===== src/hw/fcp_consts.vh =====
// Constants for the flash command and protection host controller.
// Assumes a 20 MHz system clock and a byte-wide parallel flash outside.
`ifndef FCP_CONSTS_VH
`define FCP_CONSTS_VH
// ==========================================================
// Register map, AXI4-Lite byte offsets
`define FCP_REG_CMD      8'h00
`define FCP_REG_ADDR     8'h04
`define FCP_REG_WDATA    8'h08
`define FCP_REG_RDATA    8'h0c
`define FCP_REG_STATUS   8'h10
`define FCP_REG_CFG      8'h14
`define FCP_REG_PSEL     8'h18
// ==========================================================
// Operation codes in the command register
`define FCP_OP_NONE      3'h0
`define FCP_OP_READ      3'h1
`define FCP_OP_WRITE     3'h2
`define FCP_OP_RESET     3'h3
`define FCP_OP_CMDSEQ    3'h4
`define FCP_OP_HVREAD    3'h5
`define FCP_OP_PROTCHK   3'h6
`define FCP_OP_IDSEQ     3'h7
// ==========================================================
// Status bits
`define FCP_ST_BUSY      0
`define FCP_ST_IDMODE    1
`define FCP_ST_FAIL      2
`define FCP_ST_REFUSED   3
`define FCP_ST_DONE      4
// Configuration fields
`define FCP_CFG_AUTO     8
`define FCP_CFG_RST_DEF  8'hff
// ==========================================================
// Flash address and data fields
`define FCP_FAIL_BIT     5
`define FCP_SEC_HI       18
`define FCP_SEC_LO       16
`define FCP_MAKER_LOW    16'h0000
`define FCP_PART_LOW     16'h0001
`define FCP_PROT_LOW     16'h0002
// ==========================================================
// Timing
`define FCP_CLK_MHZ      20
`define FCP_T_ACC_NS     100
`define FCP_T_WP_NS      100
`define FCP_T_GLITCH_NS  5
`define FCP_CYC_UP(ns)   (((ns) * `FCP_CLK_MHZ + 999) / 1000)
`define FCP_RESP_OKAY    2'b00
`define FCP_RESP_SLVERR  2'b10
`endif


===== src/hw/fcp_prot_mem.v =====
// Eight-entry store of sector protection readback bytes.
// Assumes one writer and one reader on the system clock.
`timescale 1ns/100ps
module fcp_prot_mem (
   input  wire       i_clk_sys,
   input  wire       i_rstn,
   input  wire       i_we,
   input  wire [2:0] i_waddr,
   input  wire [7:0] i_wdata,
   input  wire [2:0] i_raddr,
   output reg  [7:0] o_rdata_q
);
   reg [7:0] mem_q [0:7];
   // ==========================================================
   // Storage, all entries read unprotected after reset
   genvar g;
   generate
      for (g = 0; g < 8; g = g + 1) begin : g_ent
         always @(posedge i_clk_sys or negedge i_rstn) begin
            if (!i_rstn) begin
               mem_q[g] <= 8'h00;
            end else if (i_we && (i_waddr == g)) begin
               mem_q[g] <= i_wdata;
            end
         end
      end
   endgenerate
   // ==========================================================
   // Registered read port
   always @(posedge i_clk_sys or negedge i_rstn) begin
      if (!i_rstn) begin
         o_rdata_q <= 8'h00;
      end else begin
         o_rdata_q <= mem_q[i_raddr];
      end
   end
endmodule


===== src/hw/fcp_host.v =====
// Host controller driving a byte-wide parallel flash through its pins.
// Assumes AXI4-Lite software access and pins synchronous to i_clk_sys.
//
// The AXI4-Lite slave port and the register offsets were left to the implementer.
`timescale 1ns/100ps
`include "fcp_consts.vh"
module fcp_host #(
   parameter [18:0] UNLK_A1 = 19'h00000,
   parameter [7:0]  UNLK_D1 = 8'h00,
   parameter [18:0] UNLK_A2 = 19'h00000,
   parameter [7:0]  UNLK_D2 = 8'h00
) (
   input  wire        i_clk_sys,
   input  wire        i_rstn,
   input  wire [7:0]  i_awaddr,
   input  wire        i_awvalid,
   output reg         o_awready,
   input  wire [31:0] i_wdata,
   input  wire [3:0]  i_wstrb,
   input  wire        i_wvalid,
   output reg         o_wready,
   output reg  [1:0]  o_bresp,
   output reg         o_bvalid,
   input  wire        i_bready,
   input  wire [7:0]  i_araddr,
   input  wire        i_arvalid,
   output reg         o_arready,
   output reg  [31:0] o_rdata,
   output reg  [1:0]  o_rresp,
   output reg         o_rvalid,
   input  wire        i_rready,
   output reg  [18:0] o_addr,
   output reg         o_ce_n,
   output reg         o_oe_n,
   output reg         o_we_n,
   output reg  [7:0]  o_dq_o,
   output reg         o_dq_oe,
   input  wire [7:0]  i_dq_i,
   output reg         o_hv_id,
   input  wire        i_supply_low
);
   localparam integer ACC_I   = `FCP_CYC_UP(`FCP_T_ACC_NS);
   localparam integer GL_I    = `FCP_CYC_UP(`FCP_T_GLITCH_NS) + 1;
   localparam integer WP_I    = `FCP_CYC_UP(`FCP_T_WP_NS);
   localparam [7:0]   ACC_CYC = ACC_I[7:0];
   localparam [7:0]   GL_CYC  = GL_I[7:0];
   localparam [7:0]   WP_CYC  = (WP_I > GL_I) ? WP_I[7:0] : GL_I[7:0];
   localparam [5:0] S_IDLE  = 6'h01;
   localparam [5:0] S_WSET  = 6'h02;
   localparam [5:0] S_WPUL  = 6'h04;
   localparam [5:0] S_WHLD  = 6'h08;
   localparam [5:0] S_RACC  = 6'h10;
   localparam [5:0] S_GAP   = 6'h20;

   reg [7:0]  aw_addr_q;
   reg        aw_got_q;
   reg [31:0] w_data_q;
   reg [3:0]  w_strb_q;
   reg        w_got_q;
   reg [2:0]  op_q;
   reg [18:0] addr_q;
   reg [7:0]  wdat_q;
   reg [7:0]  rdat_q;
   reg [8:0]  cfg_q;
   reg [2:0]  psel_q;
   reg        idm_q;
   reg        fail_q;
   reg        ref_q;
   reg        done_q;
   reg [5:0]  st_q;
   reg [7:0]  cnt_q;
   reg [1:0]  step_q;
   reg        rd_q;
   reg        hv_q;
   reg        fail_hit_q;
   wire [7:0] pm_rdata;
   wire [31:0] wmask;

   // ==========================================================
   // Byte lane mask
   genvar g;
   generate
      for (g = 0; g < 4; g = g + 1) begin : g_lane
         assign wmask[g*8+7:g*8] = {8{w_strb_q[g]}};
      end
   endgenerate

   // ==========================================================
   // AXI4-Lite write and read channels
   wire do_wr = aw_got_q && w_got_q && !o_bvalid;
   wire [31:0] wv = w_data_q & wmask;
   wire wr_cmd = do_wr && (aw_addr_q == `FCP_REG_CMD) && w_strb_q[0];
   wire busy = (st_q != S_IDLE);
   reg  [31:0] rmux;
   reg         rok;
   always @* begin
      rmux = 32'h0000_0000;
      rok  = 1'b1;
      case (i_araddr)
         `FCP_REG_CMD:    rmux = {29'h0000_0000, op_q};
         `FCP_REG_ADDR:   rmux = {13'h0000, addr_q};
         `FCP_REG_WDATA:  rmux = {24'h00_0000, wdat_q};
         `FCP_REG_RDATA:  rmux = {24'h00_0000, rdat_q};
         `FCP_REG_STATUS: rmux = {27'h000_0000, done_q, ref_q, fail_q, idm_q, busy};
         `FCP_REG_CFG:    rmux = {23'h00_0000, cfg_q};
         `FCP_REG_PSEL:   rmux = {21'h00_0000, psel_q, pm_rdata};
         default:         rok  = 1'b0;
      endcase
   end

   always @(posedge i_clk_sys or negedge i_rstn) begin
      if (!i_rstn) begin
         o_awready <= 1'b0;
         o_wready  <= 1'b0;
         aw_got_q  <= 1'b0;
         w_got_q   <= 1'b0;
         aw_addr_q <= 8'h00;
         w_data_q  <= 32'h0000_0000;
         w_strb_q  <= 4'h0;
         o_bvalid  <= 1'b0;
         o_bresp   <= `FCP_RESP_OKAY;
         o_arready <= 1'b0;
         o_rvalid  <= 1'b0;
         o_rdata   <= 32'h0000_0000;
         o_rresp   <= `FCP_RESP_OKAY;
      end else begin
         o_awready <= !aw_got_q && !(i_awvalid && o_awready) && !o_bvalid;
         o_wready  <= !w_got_q && !(i_wvalid && o_wready) && !o_bvalid;
         if (i_awvalid && o_awready) begin
            aw_got_q  <= 1'b1;
            aw_addr_q <= i_awaddr;
         end
         if (i_wvalid && o_wready) begin
            w_got_q  <= 1'b1;
            w_data_q <= i_wdata;
            w_strb_q <= i_wstrb;
         end
         if (do_wr) begin
            aw_got_q <= 1'b0;
            w_got_q  <= 1'b0;
            o_bvalid <= 1'b1;
            o_bresp  <= (aw_addr_q == `FCP_REG_CMD || aw_addr_q == `FCP_REG_ADDR ||
                         aw_addr_q == `FCP_REG_WDATA || aw_addr_q == `FCP_REG_STATUS ||
                         aw_addr_q == `FCP_REG_CFG || aw_addr_q == `FCP_REG_PSEL ||
                         aw_addr_q == `FCP_REG_RDATA) ? `FCP_RESP_OKAY : `FCP_RESP_SLVERR;
         end else if (o_bvalid && i_bready) begin
            o_bvalid <= 1'b0;
         end
         o_arready <= !o_rvalid && !(i_arvalid && o_arready);
         if (i_arvalid && o_arready) begin
            o_rvalid <= 1'b1;
            o_rdata  <= rmux;
            o_rresp  <= rok ? `FCP_RESP_OKAY : `FCP_RESP_SLVERR;
         end else if (o_rvalid && i_rready) begin
            o_rvalid <= 1'b0;
         end
      end
   end

   // ==========================================================
   // Software registers
   always @(posedge i_clk_sys or negedge i_rstn) begin
      if (!i_rstn) begin
         addr_q <= 19'h0_0000;
         wdat_q <= 8'h00;
         cfg_q  <= {1'b0, `FCP_CFG_RST_DEF};
         psel_q <= 3'h0;
      end else if (do_wr) begin
         if (aw_addr_q == `FCP_REG_ADDR) begin
            addr_q <= (addr_q & ~wmask[18:0]) | wv[18:0];
         end
         if (aw_addr_q == `FCP_REG_WDATA) begin
            wdat_q <= (wdat_q & ~wmask[7:0]) | wv[7:0];
         end
         if (aw_addr_q == `FCP_REG_CFG) begin
            cfg_q <= (cfg_q & ~wmask[8:0]) | wv[8:0];
         end
         if (aw_addr_q == `FCP_REG_PSEL && w_strb_q[1]) begin
            psel_q <= w_data_q[10:8];
         end
      end
   end

   // ==========================================================
   // Flash cycle sequencer
   wire last_step = (step_q == 2'h2) || (op_q == `FCP_OP_WRITE) || (op_q == `FCP_OP_RESET);
   wire is_wop = (wdata_op(w_data_q[2:0]));
   wire fail_hit = rd_q && !hv_q && cfg_q[`FCP_CFG_AUTO] && i_dq_i[`FCP_FAIL_BIT];
   wire rd_end = (st_q == S_RACC) && (cnt_q == 8'h00);
   wire clr_st = do_wr && (aw_addr_q == `FCP_REG_STATUS) && w_strb_q[0];

   function wdata_op;
      input [2:0] op;
      begin
         wdata_op = (op == `FCP_OP_WRITE) || (op == `FCP_OP_RESET) ||
                    (op == `FCP_OP_CMDSEQ) || (op == `FCP_OP_IDSEQ);
      end
   endfunction

   always @(posedge i_clk_sys or negedge i_rstn) begin
      if (!i_rstn) begin
         st_q    <= S_IDLE;
         op_q    <= `FCP_OP_NONE;
         cnt_q   <= 8'h00;
         step_q  <= 2'h0;
         rd_q    <= 1'b0;
         hv_q    <= 1'b0;
         o_addr  <= 19'h0_0000;
         o_ce_n  <= 1'b1;
         o_oe_n  <= 1'b1;
         o_we_n  <= 1'b1;
         o_dq_o  <= 8'h00;
         o_dq_oe <= 1'b0;
         o_hv_id <= 1'b0;
         rdat_q  <= 8'h00;
      end else begin
         case (st_q)
            S_IDLE: begin
               if (wr_cmd && !(is_wop && i_supply_low) && w_data_q[2:0] != `FCP_OP_NONE) begin
                  op_q   <= w_data_q[2:0];
                  step_q <= 2'h0;
                  hv_q   <= (w_data_q[2:0] == `FCP_OP_HVREAD) ||
                            (w_data_q[2:0] == `FCP_OP_PROTCHK);
                  rd_q   <= !is_wop;
                  o_ce_n <= 1'b0;
                  if (!is_wop) begin
                     o_oe_n  <= 1'b0;
                     o_we_n  <= 1'b1;
                     o_dq_oe <= 1'b0;
                     cnt_q   <= ACC_CYC - 8'h01;
                     st_q    <= S_RACC;
                     o_hv_id <= (w_data_q[2:0] != `FCP_OP_READ);
                     if (w_data_q[2:0] == `FCP_OP_PROTCHK) begin
                        o_addr <= {addr_q[`FCP_SEC_HI:`FCP_SEC_LO], `FCP_PROT_LOW};
                     end else begin
                        o_addr <= addr_q;
                     end
                  end else begin
                     o_oe_n <= 1'b1;
                     st_q   <= S_WSET;
                     if (w_data_q[2:0] == `FCP_OP_CMDSEQ || w_data_q[2:0] == `FCP_OP_IDSEQ) begin
                        o_addr <= UNLK_A1;
                        o_dq_o <= UNLK_D1;
                     end else if (w_data_q[2:0] == `FCP_OP_RESET) begin
                        o_addr <= addr_q;
                        o_dq_o <= cfg_q[7:0];
                     end else begin
                        o_addr <= addr_q;
                        o_dq_o <= wdat_q;
                     end
                     o_dq_oe <= 1'b1;
                  end
               end
            end
            S_WSET: begin
               o_we_n <= 1'b0;
               cnt_q  <= WP_CYC - 8'h01;
               st_q   <= S_WPUL;
            end
            S_WPUL: begin
               if (cnt_q == 8'h00) begin
                  o_we_n <= 1'b1;
                  st_q   <= S_WHLD;
               end else begin
                  cnt_q <= cnt_q - 8'h01;
               end
            end
            S_WHLD: begin
               o_ce_n  <= 1'b1;
               o_dq_oe <= 1'b0;
               cnt_q   <= GL_CYC - 8'h01;
               st_q    <= S_GAP;
            end
            S_RACC: begin
               if (cnt_q == 8'h00) begin
                  rdat_q  <= i_dq_i;
                  o_ce_n  <= 1'b1;
                  o_oe_n  <= 1'b1;
                  o_hv_id <= 1'b0;
                  cnt_q   <= GL_CYC - 8'h01;
                  st_q    <= S_GAP;
               end else begin
                  cnt_q <= cnt_q - 8'h01;
               end
            end
            S_GAP: begin
               if (cnt_q != 8'h00) begin
                  cnt_q <= cnt_q - 8'h01;
               end else if (rd_q && fail_hit_q) begin
                  op_q   <= `FCP_OP_RESET;
                  rd_q   <= 1'b0;
                  hv_q   <= 1'b0;
                  o_ce_n <= 1'b0;
                  o_addr <= addr_q;
                  o_dq_o <= cfg_q[7:0];
                  o_dq_oe <= 1'b1;
                  st_q   <= S_WSET;
               end else if (!rd_q && !last_step && !i_supply_low) begin
                  step_q  <= step_q + 2'h1;
                  o_ce_n  <= 1'b0;
                  o_dq_oe <= 1'b1;
                  st_q    <= S_WSET;
                  if (step_q == 2'h0) begin
                     o_addr <= UNLK_A2;
                     o_dq_o <= UNLK_D2;
                  end else begin
                     o_addr <= addr_q;
                     o_dq_o <= wdat_q;
                  end
               end else begin
                  st_q <= S_IDLE;
               end
            end
            default: st_q <= S_IDLE;
         endcase
      end
   end

   // ==========================================================
   // Status flags, set wins over a write-one clear
   wire seq_end = (st_q == S_GAP) && (cnt_q == 8'h00);
   always @(posedge i_clk_sys or negedge i_rstn) begin
      if (!i_rstn) begin
         fail_hit_q <= 1'b0;
         idm_q  <= 1'b0;
         fail_q <= 1'b0;
         ref_q  <= 1'b0;
         done_q <= 1'b0;
      end else begin
         if (rd_end) begin
            fail_hit_q <= fail_hit;
         end else if (seq_end) begin
            fail_hit_q <= 1'b0;
         end
         if (seq_end && last_step && op_q == `FCP_OP_IDSEQ && !rd_q && !i_supply_low) begin
            idm_q <= 1'b1;
         end else if ((seq_end && op_q == `FCP_OP_RESET) || i_supply_low) begin
            idm_q <= 1'b0;
         end
         fail_q <= (fail_q & ~(clr_st & w_data_q[`FCP_ST_FAIL])) | (rd_end & fail_hit);
         ref_q  <= (ref_q & ~(clr_st & w_data_q[`FCP_ST_REFUSED])) |
                   (wr_cmd & (busy | (is_wop & i_supply_low)));
         done_q <= (done_q & ~(clr_st & w_data_q[`FCP_ST_DONE])) |
                   (seq_end & !(rd_q & fail_hit_q) & (rd_q | last_step | i_supply_low));
      end
   end

   // ==========================================================
   // Protection readback store, one entry per sector
   fcp_prot_mem u_pmem (
      .i_clk_sys (i_clk_sys),
      .i_rstn    (i_rstn),
      .i_we      (rd_end && op_q == `FCP_OP_PROTCHK),
      .i_waddr   (addr_q[`FCP_SEC_HI:`FCP_SEC_LO]),
      .i_wdata   (i_dq_i),
      .i_raddr   (psel_q),
      .o_rdata_q (pm_rdata)
   );
endmodule


===== config.mk =====
export PLATFORM = sky130hd
export DESIGN_NAME = fcp_host
export DESIGN_NICKNAME = d
export VERILOG_FILES = /design/src/hw/fcp_prot_mem.v /design/src/hw/fcp_host.v
export VERILOG_INCLUDE_DIRS = /design/src /design/src/hw
export SDC_FILE = /design/constraint.sdc
export NUM_CORES = 1
export LEC_CHECK = 0
export BUFFER_PORTS_ARGS = -buffer_cell sky130_fd_sc_hd__buf_2
export CAP_MARGIN = 20
export CORE_ASPECT_RATIO = 1.4
export CORE_MARGIN = 2
export CORE_UTILIZATION = 40
export DETAILED_ROUTE_END_ITERATION = 6
export REMOVE_ABC_BUFFERS = 1
export SLEW_MARGIN = 20
export SYNTH_ARGS = -nofsm -noshare
export SYNTH_HDL_FRONTEND = slang
export SYNTH_HIERARCHICAL = 1
export SYNTH_SLANG_ARGS = --single-unit

===== constraint.sdc =====
create_clock -name i_clk_sys -period 7.3 [get_ports i_clk_sys]
set_input_delay 0.365 -clock i_clk_sys [delete_from_list [all_inputs] [get_ports i_clk_sys]]
set_output_delay 0.365 -clock i_clk_sys [all_outputs]
set_load 0.02 [all_outputs]

==> flow_summary.json <==
{
  "status": "completed",
  "numCtsBuffers": 25,
  "boundaryPins": 141,
  "slowest_delay_ps": 590,
  "drv_cap": 0,
  "cts_buffer_depth": 3,
  "fin_nets": 1033,
  "dr_wl_met2_um": 13400,
  "fillers": 2445,
  "top_layer": "met5",
  "avgSynthCellArea_um2": 12.6,
  "clk_pin_slew_ps": 60,
  "dp_hpwl_um": 18300,
  "synth_top_family_by_area": "multiplexers",
  "fin_cells": 1346,
  "antenna_found_initial": 2,
  "final-setup-viol-count": 0,
  "critPathTopFamily": "simple AND/OR/NAND/NOR gates",
  "wl_met3_um": 1060,
  "fin_skew_ps": 23.3,
  "start_util_pct": 40.4,
  "ys.flop_type": "dfrtp_1",
  "root_buffer": "clkbuf_16",
  "synthAdderAreaFrac_pct": 0.463,
  "synth_seq_cells": 235,
  "port_buffers": 111,
  "synthMuxAreaShare_pct": 21.4,
  "synth_xor_area_share_pct": 0.486,
  "area_growth_pct": 15.6,
  "fp-row-count": 71,
  "critPathCaptureType": "flop",
  "die_w_um": 143,
  "max_freq_mhz": 253,
  "dp_cells": 1296,
  "cts.repair.resized": 0,
  "grt_setup_unrepaired": "false",
  "worstPathArrival_ps": 4350,
  "grt_max_degree": 129,
  "finalPower_mw": 4.07,
  "wl_per_cell_um": 19.2,
  "syn_area_mm2": 0.0108,
  "synthCells": 855,
  "drt_iter0_drc": 301,
  "insertion_delay_ps": 530,
  "leakage_nw": 5.78,
  "core_mm2": 0.0267,
  "synthArstFlopShare_pct": 100,
  "drtAntennaViolNets": 0,
  "finalWorstSetupSlack_ps": 3350,
  "gp_congestion": 0.789,
  "grt_pass1_wl_um": 41500,
  "worst_pin_slew_ps": 1120,
  "wl_um": 25900,
  "hp-class": "input pin to flop",
  "cpMaxStageDelayCell": "nor4b_4",
  "htree_levels": 1,
  "via_per_inst": 5.38,
  "cts_sinks": 235,
  "crit_path_max_fanout": 12,
  "pre_cts_ws_ps": 3280,
  "ys_warn_count": 6,
  "worst-path-buf-inv": 2,
  "met1_length_um": 10300,
  "firstDrtPassIters": 5,
  "drc_errors": 0,
  "fin_crit_sh_pct": 54.1,
  "multi_input_area_mm2": 0.00457,
  "yosys.area_share.simple_pct": 9.70,
  "register_area_mm2": 0.00590,
  "hold_violations": 0,
  "crit_chain": "inv_1, ha_1, or4b_1, nor2_1, nand2_1, nor4_1, buf_4, nor4b_4, mux2_2",
  "report.final.slew_viol_count": 0,
  "slew_headroom_pct": 24.4,
  "crit_type": "flop to flop",
  "finalCriticalPeriod_ps": 3950,
  "synth_edf_count": 0,
  "setup_tns_ps": 0,
  "p_per_area_mw_per_mm2": 326,
  "synth_compound_area_share_pct": 9.64,
  "dieArea_mm2": 0.0284,
  "grt_use_total_pct": 18.7,
  "synth_seq_area_share_pct": 54.5,
  "synth.distinct_cells": 70,
  "cp.required_ps": 7700,
  "cts_tree": "done",
  "layout-drive-gt1-share_pct": 36.5,
  "start_kind": "flop",
  "ir_worst_vdd_v": 0.000197,
  "grt_overflow": 0,
  "grt_pass1_vias": 7588,
  "vias": 7239,
  "die-height_um": 199
}
## power breakdown
group	total (mW)	internal, mW	switching [mW]
combinational	1.03	0.426	0.601
sequential	1.78	1.55	0.234
clock	1.26	0.738	0.523
## routing by layer
layer  GRT usage (%)  vias to the layer above
met1            22.4                     3684
met2            33.0                      164
li1                -                     3330
met3            2.60                       59
met5               0                        -
met4            8.76                        2
## synth_stat cells (4+ instances only)
| library cell | number | area, µm² |
|---|---|---|
| dfrtp_1 | 223 | 5580 |
| mux2_2 | 156 | 1760 |
| nand2_1 | 80 | 300 |
| o21ai_0 | 39 | 195 |
| nor2_1 | 31 | 116 |
| a21oi_1 | 25 | 125 |
| clkbuf_1 | 23 | 86.3 |
| a22o_1 | 19 | 166 |
| buf_4 | 16 | 120 |
| inv_1 | 16 | 60.1 |
| mux4_1 | 15 | 394 |
| buf_2 | 12 | 60.1 |
| dfstp_2 | 12 | 315 |
| nand3_1 | 12 | 60.1 |
| a22oi_1 | 11 | 82.6 |
| nor2b_1 | 11 | 68.8 |
| nor3_1 | 9 | 45.0 |
| a31oi_1 | 7 | 43.8 |
| mux2i_1 | 7 | 70.1 |
| nand2b_1 | 7 | 43.8 |
| nand4b_1 | 7 | 61.3 |
| nor4_1 | 7 | 43.8 |
| nand3b_1 | 6 | 45.0 |
| o21ai_2 | 6 | 52.6 |
| o21ai_1 | 5 | 25.0 |
| or2_2 | 5 | 31.3 |
| a221oi_1 | 4 | 35.0 |
| and3_1 | 4 | 25.0 |
| buf_1 | 4 | 15.0 |
| buf_6 | 4 | 45.0 |
| ha_1 | 4 | 50.1 |
| mux4_2 | 4 | 90.1 |
| nand4_1 | 4 | 25.0 |
| nor4b_1 | 4 | 35.0 |
| o22ai_1 | 4 | 25.0 |
## path summary, 6_finish.rpt
kind / endpoint / cells after the start / start / slack, ps
max: u_pmem/mem_q[59] / 9 / cnt_q[0] / 3350
min: o_rvalid / 2 / i_rready / 20
max reg2reg: u_pmem/mem_q[59] / 9 / cnt_q[0] / 3350
min reg2reg: o_arready / 1 / o_rvalid / 450
max in group asynchronous: u_pmem/mem_q[6] / 3 / i_rstn / 5710
min in group asynchronous: cnt_q[6] / 2 / i_rstn / 440
## cells in the final DEF (no fill, tap or decap), drive strengths merged, types with 3 or more instances in the layout
cell and count:
dfstp 12, a22oi 11, and3 4, mux2i 7, nand2 80, xnor2 3, nor4 7, clkbuf 37
inv 18, a31oi 7, o22ai 4, buf 123, nand4 4, ha 4, a32oi 3, nand3b 6
nor3 9, or2 6, a21oi 25, a22o 19, nor4b 5, nand4b 7, clkinv 5, nand3 12
a32o 3, nor2b 11, mux4 19, nor2 31, nor4bb 3, nand2b 7, o21ai 50, a221oi 5
conb 15, xor2 3, mux2 156, dfrtp 223
## worst register-to-register path: cells and delay by family (launching register included)
kind	cells	cell delay, ps
buffers and inverters	2	330
multiplexers	1	410
flip-flops	1	430
AND/OR/NAND/NOR	5	2490
adder cells (fa/ha/maj)	1	170
## kinds of logic after synthesis
logic type	after synthesis
other	1
AOI/OAI and AO/OA	149
and+or+nand+nor	202
adders and majority gates	4
buffers and inverters	76
xor gates and xnor gates	6
muxes	182
DFF	235
## stage by stage
step / cell area, µm² / util [%] / hold slack [ps]
after floorplan: 10500 / - / 69.4
final: 12500 / 46.7 / 15.4
after global placement: 11600 / 43.5 / 429
after global routing: 12500 / 46.7 / 7.78
after CTS: 12500 / 46.7 / 0.00533
after detailed placement: 11600 / 43.5 / 444
## what timing repair did
action                                 in CTS  in global routing
endpoints found under the hold margin     105                  0
hold buffers                                1                  0
buffers inserted                            0                  0
## cell type report
type                            instances  share of cell area (%)
Tap cell                              365                    3.65
Antenna cell                            2                  0.0401
Clock inverter                          9                   0.671
Timing Repair Buffer                  125                    5.49
Multi-Input combinational cell        558                    36.6
Sequential cell                       235                    47.2
Clock buffer                           36                    5.90
Inverter                               16                   0.481
(Power assumes the default switching activity.)
